`config.mk`:
```
export PLATFORM = sky130hd
export DESIGN_NAME = dvme_top
export DESIGN_NICKNAME = d
export VERILOG_FILES = /design/src/dvme_pkg.sv /design/src/dvme_top.sv /design/src/dvme_fifo.sv
export SDC_FILE = /design/constraint.sdc
export NUM_CORES = 1
export LEC_CHECK = 0
export ABC_CLOCK_PERIOD_IN_PS = 15400
export BUFFER_PORTS_ARGS = -buffer_cell sky130_fd_sc_hd__clkbuf_2
export CAP_MARGIN = 20
export CELL_PAD_IN_SITES_DETAIL_PLACEMENT = 1
export CELL_PAD_IN_SITES_GLOBAL_PLACEMENT = 1
export CORE_MARGIN = 1.5
export CORE_UTILIZATION = 41
export DETAILED_ROUTE_END_ITERATION = 7
export MAX_ROUTING_LAYER = met4
export PLACE_DENSITY_LB_ADDON = 0.08
export SKIP_LAST_GASP = 1
export SLEW_MARGIN = 10
export SYNTH_ARGS = -nofsm -noshare
export SYNTH_HDL_FRONTEND = slang
export SYNTH_SLANG_ARGS = --single-unit
export TNS_END_PERCENT = 5
```
`constraint.sdc`:
```
create_clock -name clk -period 15.4 [get_ports clk]
set_clock_uncertainty 0.2 [all_clocks]
set_input_delay 4.62 -clock clk [delete_from_list [all_inputs] [get_ports clk]]
set_output_delay 4.62 -clock clk [all_outputs]
set_load 0.005 [all_outputs]
```
`src/dvme_pkg.sv`:
```
// Summary of operation
// - DV enable bit 8 puts cycle timer plus offset into CIP SYT once per frame.
// - Bit 10 enables MPEG timestamping; clear means no MPEG substitution.
// - Default MPEG mode adds initial delta on top of the programmed offset.
// - Initial delta is first packet timestamp cycle count minus intended cycle.
// - Offset bit 31 disables the delta; only the programmed offset is used.
// - MPEG changes only tag 01b packets with CIP format 10h.
// - Link control at config F4h is aliased by set A88h and clear A8Ch.
// - Aligning context discards DV data until a frame start packet arrives.
// - Frame start is third payload quadlet bytes 1Fh then low nibble 7h.
// - Context 3 strip bit 12 drops two payload quadlets unless header kept.
// - Context 2 strip bit 8 drops two payload quadlets unless header kept.
// - Context 3 align bit 13 with branch 01b aligns, jumps on misplaced start.
// - Align bit is ignored unless strip bit set and header keep clear.
// - Context 2 align bit 9 aligns and jumps like context 3.
// - Context 1 align bit 5 aligns and jumps like context 3.
// - DV register reads zero in bits 31-14, 11-10, 7-6 and 3-2.
// - Context 1 strip bit 4 drops two payload quadlets unless header kept.
// - Context 0 strip bit 0 drops two payload quadlets unless header kept.
// - Context 0 align bit 1 aligns and jumps like context 3.
package dvme_pkg;
    localparam logic [11:0] DVME_DV_SET = 12'ha80;
    localparam logic [11:0] DVME_DV_CLR = 12'ha84;
    localparam logic [11:0] DVME_LINK_SET = 12'ha88;
    localparam logic [11:0] DVME_LINK_CLR = 12'ha8c;
    localparam logic [7:0] DVME_CFG_LINK = 8'hf4;
    localparam logic [31:0] DVME_DV_MASK = 32'h0000_3333;
    localparam logic [31:0] DVME_LINK_MASK = 32'h0000_ffff;
    localparam logic [31:0] DVME_DV_RST = 32'h0000_0000;
    localparam logic [31:0] DVME_LINK_RST = 32'h0000_0000;
    localparam int DVME_BIT_DV_TS = 8;
    localparam int DVME_BIT_MPEG_TS = 10;
    localparam int DVME_CTX_STRIDE = 4;
    localparam int DVME_STRIP_OFS = 0;
    localparam int DVME_ALIGN_OFS = 1;
    localparam int DVME_TAG_LSB = 14;
    localparam logic [1:0] DVME_TAG_CIP = 2'h1;
    localparam logic [1:0] DVME_BRANCH_ALIGN = 2'h1;
    localparam int DVME_FMT_LSB = 24;
    localparam logic [5:0] DVME_FMT_MPEG = 6'h10;
    localparam logic [7:0] DVME_SOF_BYTE = 8'h1f;
    localparam logic [3:0] DVME_SOF_NIB = 4'h7;
    localparam logic [1:0] DVME_SOF_QUAD = 2'h2;
    localparam int DVME_CT_CC_LSB = 12;
    localparam logic [12:0] DVME_OFF_WRAP = 13'd3072;
    localparam logic [13:0] DVME_CC_WRAP = 14'd8000;
    localparam int DVME_SPH_QUADS = 48;
    localparam int DVME_FIFO_DEPTH = 4;
    typedef enum logic [1:0] {
        DVME_TX_HDR = 2'h0,
        DVME_TX_CIP0 = 2'h1,
        DVME_TX_CIP1 = 2'h3,
        DVME_TX_DATA = 2'h2
    } dvme_tx_e;
endpackage

```
`src/dvme_top.sv`:
```
`timescale 1ns/1ns
`default_nettype none
module dvme_top #(
    parameter int SPH_QUADS = dvme_pkg::DVME_SPH_QUADS,
    parameter int FIFO_DEPTH = dvme_pkg::DVME_FIFO_DEPTH
) (
    input wire logic clk,
    input wire logic rst,
    input wire logic ce,
    input wire logic cfg_wr,
    input wire logic cfg_rd,
    input wire logic [7:0] cfg_addr,
    input wire logic [31:0] cfg_wdata,
    output logic [31:0] cfg_rdata,
    input wire logic ext_wr,
    input wire logic ext_rd,
    input wire logic [11:0] ext_addr,
    input wire logic [31:0] ext_wdata,
    output logic [31:0] ext_rdata,
    input wire logic [31:0] cycle_timer,
    input wire logic tx_in_valid,
    output logic tx_in_ready,
    input wire logic [31:0] tx_in_data,
    input wire logic tx_in_last,
    input wire logic tx_frame_first,
    input wire logic tx_stream_start,
    input wire logic [12:0] tx_cycle_count,
    input wire logic [24:0] tx_ts_offset,
    input wire logic initial_delta_disable,
    output logic tx_out_valid,
    input wire logic tx_out_ready,
    output logic [31:0] tx_out_data,
    output logic tx_out_last,
    input wire logic rx_in_valid,
    input wire logic [31:0] rx_in_data,
    input wire logic rx_in_last,
    input wire logic [1:0] rx_in_ctx,
    input wire logic [3:0] header_keep_mode,
    input wire logic [3:0] rx_buffer_fill,
    input wire logic [7:0] rx_desc_branch,
    input wire logic [3:0] rx_at_frame_start,
    output logic rx_out_valid,
    output logic [31:0] rx_out_data,
    output logic rx_out_last,
    output logic [1:0] rx_out_ctx,
    output logic rx_out_sof,
    output logic frame_jump,
    output logic [1:0] frame_jump_ctx
);
    import dvme_pkg::*;

    // Cycle time arithmetic: offset wraps at 3072, count at 8000
    function automatic logic [24:0] ts_add(input logic [12:0] acc, input logic [11:0] aof,
                                           input logic [12:0] bcc, input logic [11:0] bof);
        logic [12:0] o;
        logic [13:0] c;
        logic cy;
        o = {1'b0, aof} + {1'b0, bof};
        cy = (o >= DVME_OFF_WRAP);
        if (cy) begin
            o = o - DVME_OFF_WRAP;
        end
        c = {1'b0, acc} + {1'b0, bcc} + {13'd0, cy};
        if (c >= DVME_CC_WRAP) begin
            c = c - DVME_CC_WRAP;
        end
        return {c[12:0], o[11:0]};
    endfunction

    function automatic logic [12:0] cc_sub(input logic [12:0] a, input logic [12:0] b);
        logic [13:0] d;
        d = {1'b0, a} - {1'b0, b};
        if (a < b) begin
            d = d + DVME_CC_WRAP;
        end
        return d[12:0];
    endfunction

    // ----------------------------------------------------------------
    // Register file
    // ----------------------------------------------------------------
    logic [31:0] dv_q, dv_d, link_q, link_d;
    logic [31:0] ext_rdata_q, ext_rdata_d, cfg_rdata_q, cfg_rdata_d;

    always_comb begin
        dv_d = dv_q;
        link_d = link_q;
        ext_rdata_d = ext_rdata_q;
        cfg_rdata_d = cfg_rdata_q;
        if (ext_wr) begin
            unique case (ext_addr)
                DVME_DV_SET: dv_d = dv_q | (ext_wdata & DVME_DV_MASK);
                DVME_DV_CLR: dv_d = dv_q & ~(ext_wdata & DVME_DV_MASK);
                DVME_LINK_SET: link_d = link_q | (ext_wdata & DVME_LINK_MASK);
                DVME_LINK_CLR: link_d = link_q & ~(ext_wdata & DVME_LINK_MASK);
                default: ;
            endcase
        end
        if (cfg_wr && cfg_addr == DVME_CFG_LINK) begin
            link_d = cfg_wdata & DVME_LINK_MASK;
        end
        if (ext_rd) begin
            unique case (ext_addr)
                DVME_DV_SET, DVME_DV_CLR: ext_rdata_d = dv_q & DVME_DV_MASK;
                DVME_LINK_SET, DVME_LINK_CLR: ext_rdata_d = link_q;
                default: ext_rdata_d = '0;
            endcase
        end
        if (cfg_rd) begin
            cfg_rdata_d = (cfg_addr == DVME_CFG_LINK) ? link_q : '0;
        end
    end

    // DV bits clear on reset so every context starts plain
    always_ff @(posedge clk or posedge rst) begin
        if (rst) begin
            dv_q <= DVME_DV_RST;
            link_q <= DVME_LINK_RST;
            ext_rdata_q <= '0;
            cfg_rdata_q <= '0;
        end else if (ce) begin
            dv_q <= dv_d;
            link_q <= link_d;
            ext_rdata_q <= ext_rdata_d;
            cfg_rdata_q <= cfg_rdata_d;
        end
    end

    assign ext_rdata = ext_rdata_q;
    assign cfg_rdata = cfg_rdata_q;

    logic dv_en, mpeg_en;
    assign dv_en = link_q[DVME_BIT_DV_TS];
    assign mpeg_en = link_q[DVME_BIT_MPEG_TS];

    // ----------------------------------------------------------------
    // Transmit timestamp insertion
    // ----------------------------------------------------------------
    dvme_tx_e st_q, st_d;
    logic tag_ok_q, tag_ok_d, ff_q, ff_d, mpkt_q, mpkt_d, pend_q, pend_d;
    logic [12:0] delta_q, delta_d, delta_use, first_delta;
    logic [5:0] sph_q, sph_d;
    logic [31:0] mod_data;
    logic [24:0] ts_base, mpeg_ts;
    logic tx_acc, fifo_ready, is_sph, fmt_mpeg;

    assign tx_acc = ce & tx_in_valid & fifo_ready;
    assign tx_in_ready = fifo_ready;
    assign is_sph = (st_q == DVME_TX_DATA) && (sph_q == '0);
    assign fmt_mpeg = (tx_in_data[DVME_FMT_LSB +: 6] == DVME_FMT_MPEG);
    assign ts_base = ts_add(cycle_timer[DVME_CT_CC_LSB +: 13], cycle_timer[11:0],
                            tx_ts_offset[24:12], tx_ts_offset[11:0]);
    assign first_delta = cc_sub(tx_in_data[DVME_CT_CC_LSB +: 13], tx_cycle_count);
    // Delta is skipped entirely when the offset disables it
    assign delta_use = initial_delta_disable ? '0 : (pend_q ? first_delta : delta_q);
    assign mpeg_ts = ts_add(ts_base[24:12], ts_base[11:0], delta_use, 12'h000);

    always_comb begin
        st_d = st_q;
        tag_ok_d = tag_ok_q;
        ff_d = ff_q;
        mpkt_d = mpkt_q;
        sph_d = sph_q;
        delta_d = delta_q;
        pend_d = pend_q;
        mod_data = tx_in_data;
        unique case (st_q)
            DVME_TX_CIP1: begin
                if (dv_en && ff_q && !fmt_mpeg) begin
                    mod_data[15:0] = {ts_base[15:12], ts_base[11:0]};
                end
            end
            DVME_TX_DATA: begin
                if (mpkt_q && is_sph) begin
                    mod_data[24:0] = mpeg_ts;
                end
            end
            default: ;
        endcase
        if (tx_acc) begin
            unique case (st_q)
                DVME_TX_HDR: begin
                    tag_ok_d = (tx_in_data[DVME_TAG_LSB +: 2] == DVME_TAG_CIP);
                    ff_d = tx_frame_first;
                    mpkt_d = 1'b0;
                    st_d = DVME_TX_CIP0;
                end
                DVME_TX_CIP0: st_d = DVME_TX_CIP1;
                DVME_TX_CIP1: begin
                    mpkt_d = mpeg_en & tag_ok_q & fmt_mpeg;
                    sph_d = '0;
                    st_d = DVME_TX_DATA;
                end
                DVME_TX_DATA: begin
                    sph_d = (sph_q == 6'(SPH_QUADS - 1)) ? '0 : sph_q + 1'b1;
                    if (mpkt_q && is_sph && pend_q) begin
                        delta_d = first_delta;
                        pend_d = 1'b0;
                    end
                end
            endcase
            if (tx_in_last) begin
                st_d = DVME_TX_HDR;
            end
        end
        // A new stream start wins over the capture clearing it
        if (tx_stream_start) begin
            pend_d = 1'b1;
        end
    end

    always_ff @(posedge clk or posedge rst) begin
        if (rst) begin
            st_q <= DVME_TX_HDR;
            tag_ok_q <= 1'b0;
            ff_q <= 1'b0;
            mpkt_q <= 1'b0;
            sph_q <= '0;
            delta_q <= '0;
            pend_q <= 1'b0;
        end else if (ce) begin
            st_q <= st_d;
            tag_ok_q <= tag_ok_d;
            ff_q <= ff_d;
            mpkt_q <= mpkt_d;
            sph_q <= sph_d;
            delta_q <= delta_d;
            pend_q <= pend_d;
        end
    end

    dvme_fifo #(
        .W(33),
        .DEPTH(FIFO_DEPTH)
    ) u_fifo (
        .clk(clk),
        .rst(rst),
        .ce(ce),
        .in_valid(tx_in_valid),
        .in_ready(fifo_ready),
        .in_data({tx_in_last, mod_data}),
        .out_valid(tx_out_valid),
        .out_ready(tx_out_ready),
        .out_data({tx_out_last, tx_out_data})
    );

    // ----------------------------------------------------------------
    // Receive strip and frame alignment
    // ----------------------------------------------------------------
    logic [3:0] strip_act, align_act, sync_q, sync_d;
    logic [1:0] qi_q, qi_d;
    logic pdrop_q, pdrop_d, rx_acc, sof, drop, jump_now;
    logic rv_q, rv_d, rl_q, rl_d, rs_q, rs_d, fj_q, fj_d;
    logic [31:0] rd_q, rd_d;
    logic [1:0] rc_q, rc_d, fjc_q, fjc_d;

    for (genvar c = 0; c < 4; c++) begin : g_ctx
        // Header keep mode overrides both bits
        assign strip_act[c] = dv_q[c*DVME_CTX_STRIDE + DVME_STRIP_OFS]
                              & ~header_keep_mode[c];
        assign align_act[c] = strip_act[c] & dv_q[c*DVME_CTX_STRIDE + DVME_ALIGN_OFS]
                              & rx_buffer_fill[c]
                              & (rx_desc_branch[2*c +: 2] == DVME_BRANCH_ALIGN);
    end

    assign rx_acc = ce & rx_in_valid;
    assign sof = (qi_q == DVME_SOF_QUAD) && (rx_in_data[31:24] == DVME_SOF_BYTE)
                 && (rx_in_data[19:16] == DVME_SOF_NIB);
    assign jump_now = rx_acc & sof & align_act[rx_in_ctx] & sync_q[rx_in_ctx]
                      & ~rx_at_frame_start[rx_in_ctx];

    always_comb begin
        qi_d = qi_q;
        pdrop_d = pdrop_q;
        sync_d = sync_q & align_act;
        drop = 1'b0;
        if (strip_act[rx_in_ctx] && qi_q < DVME_SOF_QUAD) begin
            drop = 1'b1;
        end else if (align_act[rx_in_ctx] && qi_q == DVME_SOF_QUAD) begin
            drop = ~sync_q[rx_in_ctx] & ~sof;
        end else if (align_act[rx_in_ctx] && qi_q > DVME_SOF_QUAD) begin
            drop = pdrop_q;
        end
        if (rx_acc) begin
            if (qi_q == DVME_SOF_QUAD) begin
                pdrop_d = drop;
                if (sof && align_act[rx_in_ctx]) begin
                    sync_d[rx_in_ctx] = 1'b1;
                end
            end
            qi_d = (qi_q == 2'h3) ? qi_q : qi_q + 1'b1;
            if (rx_in_last) begin
                qi_d = '0;
                pdrop_d = 1'b0;
            end
        end
        rv_d = rx_acc & ~drop;
        rd_d = rv_d ? rx_in_data : rd_q;
        rl_d = rv_d & rx_in_last;
        rc_d = rv_d ? rx_in_ctx : rc_q;
        rs_d = rv_d & sof;
        fj_d = jump_now;
        fjc_d = jump_now ? rx_in_ctx : fjc_q;
    end

    always_ff @(posedge clk or posedge rst) begin
        if (rst) begin
            qi_q <= '0;
            pdrop_q <= 1'b0;
            sync_q <= '0;
            rv_q <= 1'b0;
            rd_q <= '0;
            rl_q <= 1'b0;
            rc_q <= '0;
            rs_q <= 1'b0;
            fj_q <= 1'b0;
            fjc_q <= '0;
        end else if (ce) begin
            qi_q <= qi_d;
            pdrop_q <= pdrop_d;
            sync_q <= sync_d;
            rv_q <= rv_d;
            rd_q <= rd_d;
            rl_q <= rl_d;
            rc_q <= rc_d;
            rs_q <= rs_d;
            fj_q <= fj_d;
            fjc_q <= fjc_d;
        end
    end

    assign rx_out_valid = rv_q;
    assign rx_out_data = rd_q;
    assign rx_out_last = rl_q;
    assign rx_out_ctx = rc_q;
    assign rx_out_sof = rs_q;
    assign frame_jump = fj_q;
    assign frame_jump_ctx = fjc_q;

    // ----------------------------------------------------------------
    // Checks
    // ----------------------------------------------------------------
    a_dv_rsvd_zero: assert property (@(posedge clk) disable iff (rst)
        ce && ext_rd && ext_addr == DVME_DV_CLR |=> (ext_rdata & ~DVME_DV_MASK) == '0)
        else $error("DV reserved bits read nonzero");
    a_set_alias: assert property (@(posedge clk) disable iff (rst)
        ce && ext_wr && ext_addr == DVME_DV_SET |=>
        (dv_q & $past(ext_wdata) & DVME_DV_MASK) == ($past(ext_wdata) & DVME_DV_MASK))
        else $error("set alias failed to set bits");
    a_clear_alias: assert property (@(posedge clk) disable iff (rst)
        ce && ext_wr && ext_addr == DVME_DV_CLR |=>
        (dv_q & $past(ext_wdata)) == '0 && (dv_q | $past(ext_wdata)) == ($past(dv_q) | $past(ext_wdata)))
        else $error("clear alias wrong");
    a_cfg_alias: assert property (@(posedge clk) disable iff (rst)
        ce && cfg_wr && cfg_addr == DVME_CFG_LINK ##1 ce && !cfg_wr && !ext_wr
        ##1 ce && ext_rd && (ext_addr == DVME_LINK_SET || ext_addr == DVME_LINK_CLR)
        |=> ext_rdata == ($past(cfg_wdata, 3) & DVME_LINK_MASK))
        else $error("config write not visible in alias");
    a_strip_drop: assert property (@(posedge clk) disable iff (rst)
        rx_acc && strip_act[rx_in_ctx] && qi_q < DVME_SOF_QUAD |=> !rx_out_valid)
        else $error("CIP quadlet passed while stripping");
    a_nosync_drop: assert property (@(posedge clk) disable iff (rst)
        rx_acc && align_act[rx_in_ctx] && !sync_q[rx_in_ctx] && qi_q == DVME_SOF_QUAD && !sof
        |=> !rx_out_valid)
        else $error("data passed before frame start");
    a_jump_pulse: assert property (@(posedge clk) disable iff (rst)
        jump_now |=> frame_jump && frame_jump_ctx == $past(rx_in_ctx))
        else $error("misplaced frame start gave no jump");
    a_mpeg_off: assert property (@(posedge clk) disable iff (rst)
        tx_acc && !mpeg_en && !mpkt_q && st_q == DVME_TX_DATA |-> mod_data == tx_in_data)
        else $error("MPEG data modified while disabled");
    a_tag_filter: assert property (@(posedge clk) disable iff (rst)
        tx_acc && st_q == DVME_TX_CIP1 && !tag_ok_q ##1 tx_acc && st_q == DVME_TX_DATA
        |-> mod_data == tx_in_data)
        else $error("non CIP tagged packet modified");
    a_delta_omit: assert property (@(posedge clk) disable iff (rst)
        initial_delta_disable |-> mpeg_ts == ts_base)
        else $error("initial delta used while disabled");
endmodule
`default_nettype wire

```
`src/dvme_fifo.sv`:
```
`timescale 1ns/1ns
`default_nettype none
module dvme_fifo #(
    parameter int W = 33,
    parameter int DEPTH = 4
) (
    input wire logic clk,
    input wire logic rst,
    input wire logic ce,
    input wire logic in_valid,
    output logic in_ready,
    input wire logic [W-1:0] in_data,
    output logic out_valid,
    input wire logic out_ready,
    output logic [W-1:0] out_data
);
    localparam int AW = (DEPTH > 1) ? $clog2(DEPTH) : 1;
    localparam logic [AW:0] FULL = (AW+1)'(DEPTH);
    localparam logic [AW-1:0] LAST = AW'(DEPTH - 1);
    logic [W-1:0] mem_q [DEPTH];
    logic [W-1:0] mem_d [DEPTH];
    logic [AW-1:0] wp_q, wp_d, rp_q, rp_d;
    logic [AW:0] cnt_q, cnt_d;
    logic push, pop;

    assign in_ready = (cnt_q != FULL);
    assign out_valid = (cnt_q != '0);
    assign out_data = mem_q[rp_q];

    always_comb begin
        push = ce & in_valid & in_ready;
        pop = ce & out_valid & out_ready;
        mem_d = mem_q;
        wp_d = wp_q;
        rp_d = rp_q;
        cnt_d = cnt_q;
        if (push) begin
            mem_d[wp_q] = in_data;
            wp_d = (wp_q == LAST) ? '0 : wp_q + 1'b1;
        end
        if (pop) begin
            rp_d = (rp_q == LAST) ? '0 : rp_q + 1'b1;
        end
        if (push && !pop) begin
            cnt_d = cnt_q + 1'b1;
        end else if (pop && !push) begin
            cnt_d = cnt_q - 1'b1;
        end
    end

    always_ff @(posedge clk or posedge rst) begin
        if (rst) begin
            wp_q <= '0;
            rp_q <= '0;
            cnt_q <= '0;
            for (int i = 0; i < DEPTH; i++) begin
                mem_q[i] <= '0;
            end
        end else begin
            wp_q <= wp_d;
            rp_q <= rp_d;
            cnt_q <= cnt_d;
            mem_q <= mem_d;
        end
    end
endmodule
`default_nettype wire

```
==> results by group <==
CTS
  • Clk_lat worst skew: 0.51 ns
  • CTS clk-pin slew, worst paths: 0.05 ns
  • # hold bufs at CTS: 0
  • CTS Root Cell: clkbuf_16
  • # resized after CTS: 0
  • Clk sink count: 269
  • Clk buf depth: 3
  • Total number of H-tree levels: 2
  • Post-CTS Setup Inserts: 0
  • CTS buffer count: 35
  • TritonCTS clock tree: yes

Synth
  • Synth Area in Compound Gates: 16.9%
  • Async SR Flop Fraction: 100%
  • Most instantiated cells after synthesis: nand2_1, dfrtp_1, o21ai_0
  • Mux share of post-synthesis cell area: 11.2%
  • Seq/Total Area, Yosys: 42.8%
  • Mapped Nets: 1961
  • Predominant post-synthesis flop cell: dfrtp_1
  • Yosys cell types: 85
  • Synth Area per Inst: 9.66 um^2
  • Mapped Area: 15700 um^2
  • Post-synthesis xor/xnor area fraction: 2.95%
  • Synth area leader: dfrtp_1
  • Mapped Cells: 1627
  • Post-synthesis simple-gate area fraction: 14.8%
  • Synth warnings: 0
  • Largest family of logic cells by synthesized area: compound AO/OA/AOI/OAI gates
  • EDFF count, synth: 0
  • FF+latch count, synth: 269
  • Count leader, synth: nand2_1
  • Top-area cell type share of the netlist area: 42.8%
  • Synth area leaders: dfrtp_1, nand2_1, ha_1
  • Adder-Cell Fraction of Synth Area: 6.62%

Power
  • Clock power frac: 26.2%
  • VDD IR max: 77.2 uV
  • Pwr dens: 155 nW/um^2
  • Net Sw Frac: 35.3%
  • Register share of total power: 35.9%
  • Net Sw Power: 1.03 mW
  • Combinational power share: 37.9%
  • Internal power: 1.89 mW
  • Leakage power total: 8.98 nW

Worst setup path
  • CP required: 15.65 ns
  • Worst setup SP type: input pin
  • Critical path type: in -> reg
  • Slowest cell on crit path: or4_1
  • Critical path arrival: 14.10 ns
  • Most frequent CP cell: ha_1
  • Endpoint class of the critical path: flop
  • Worst path max stage delay: 0.49 ns
  • CP Max Fanout: 8

Global routing
  • Largest net degree at the start of global routing: 126
  • Total GRT Usage: 25.0%
  • Wire length of the first global-routing pass: 75600 um
  • Initial antenna violation count: 4
  • GRT overflow: 0
  • Vias in the first global route: 13990

Cells and area
  • Fill cell count: 4424
  • Nets: 2268
  • Area growth syn-to-layout: 20.0%
  • Share of cells above drive strength 1: 27.5%

STA
  • Minimum period implied by the final worst setup slack: 13.85 ns
  • Relative slew slack: 29.6%
  • F_max: 72.2 MHz
  • Setup violators final: 0
  • Worst setup margin: 1.55 ns
  • Fin. max-slew vios: 0
  • Tcrit/Tclk final: 89.9%
  • RSZ-0062 raised after global routing: false
  • TNS Setup: 0 ns
  • Final Hold Vio Count: 0
  • Worst Tran Pin Value: 1.06 ns

Routing
  • DRC viols: 0
  • DRT iter0 DRCs: 627
  • Top Layer Used: met4
  • DR vias: 13278
  • Routed Antenna Nets: 0
  • TritonRoute pass-1 iters: 5
  • DR WL met3: 2310 um
  • Met2 WL: 22600 um
  • Metal-1 WL: 21400 um
  • Wire per inst: 19.1 um
  • Routed vias/inst: 5.38
  • Final wirelength: 47200 um

Die
  • Die Y: 199 um
  • Core area: 37700 um^2
  • Row count: 71
  • Top Ports: 394
  • Starting density of the core: 41.7%
  • Die Span X: 199 um
  • Die area: 39500 um^2

Placed design
  • Port bufs: 354
  • Final GP Congestion: 0.819
  • Pre-CTS WS: 1.01 ns
  • Final HPWL DP: 34900 um

Hold path
  • Min-delay worst type: reg -> reg

Outcome
  • Status: finished, final reports clean

Run
  • Max-cap violations: 0
-- state kept, by name, summed over array words and instances, names as in the netlist, 3 cells and up --
| signal | flops |
|---|---|
| delta_q | 13 |
| sph_q | 6 |
| rx_out_data | 32 |
| link_q | 16 |
| cfg_rdata | 17 |
| u_fifo.mem_q | 132 |
| dv_q | 8 |
| sync_q | 4 |
| u_fifo.cnt_q | 3 |
| ext_rdata | 17 |
-- routing by layer --
layer	vias to the layer above	track usage [%]
met5	-	-
met2	257	40.6
li1	6401	-
met4	0	5.78
met1	6566	32.8
met3	54	4.17
-- placed cells by master (no fill, tap or decap), drive strengths merged, types with 16 or more instances in the layout --
master	count
a211oi	16
a21oi	64
a31oi	21
buf	17
clkbuf	406
dfrtp	269
ha	72
inv	61
mux2	57
mux2i	33
mux4	35
nand2	283
nand3	22
nor2	105
nor3	28
o21a	17
o21ai	183
o31ai	17
xnor2	33
xor2	19
-- layout make-up --
| class | count | area [um^2] | share of cell area (%) |
|---|---|---|---|
| inverter | 59 | 229 | 1.21 |
| clock buffer | 52 | 1020 | 5.41 |
| tap | 511 | 639 | 3.39 |
| clock inverter | 6 | 48.8 | 0.259 |
| antenna | 4 | 10.0 | 0.0531 |
| timing repair buffer | 371 | 1930 | 10.2 |
| multi-input combinational | 1198 | 8250 | 43.8 |
| sequential | 269 | 6730 | 35.7 |
-- critical path: cells and delay by family --
family,cells,cell delay [ns]
xor+xnor,4,0.88
compound gates,16,3.39
buf+inv,6,0.74
simple gates,11,2.26
fa+ha+maj,8,2.18
-- power groups by stage --
stage	Sequential (mW)	Combinational, mW	Clock (mW)
2_1_floorplan	1.01	0.776	0
3_3_place_gp	1.06	1.06	0
3_5_place_dp	1.07	1.10	0
4_1_cts	1.06	1.10	0.787
5_1_grt	1.08	1.24	0.812
6_report	1.05	1.11	0.765
-- logic make-up (layout without fill, tap and decap cells) --
group,count (synthesis),after routing
flops,269,269
buf+inv,160,488
compound gates,417,417
simple gates,525,525
mux,125,125
xor+xnor,52,52
other cells,0,4
fa+ha+maj,79,79
-- metrics by stage --
stage / std cells / area (um^2) / total power [mW] / util [%] / hold WS (ns)
finish: 2470 / 18900 / 2.92 / 50.1 / 0.270
floorplan: 1627 / 15700 / 1.79 / - / 0.240
global placement: 2406 / 17700 / 2.12 / 47.1 / 0.254
global route: 2470 / 18900 / 3.13 / 50.1 / 0.294
CTS: 2464 / 18800 / 2.95 / 49.9 / 0.272
detailed placement: 2406 / 17700 / 2.17 / 47.1 / 0.257
-- path summary, 6_finish.rpt --
path | startpoint | endpoint | slack, ns | depth (start not counted)
setup / recovery | tx_ts_offset[0] | u_fifo.mem_q[120] | 1.55 | 45
hold / removal | u_fifo.mem_q[96] | u_fifo.mem_q[96] | 0.27 | 2
setup reg to reg | pend_q | u_fifo.mem_q[120] | 10.69 | 17
hold reg to reg | u_fifo.mem_q[96] | u_fifo.mem_q[96] | 0.27 | 2
max in group asynchronous | rst | u_fifo.mem_q[67] | 9.30 | 3
min in group asynchronous | rst | rx_out_data[6] | 4.10 | 2
No activity file was read; power rests on OpenSTA's default activity.
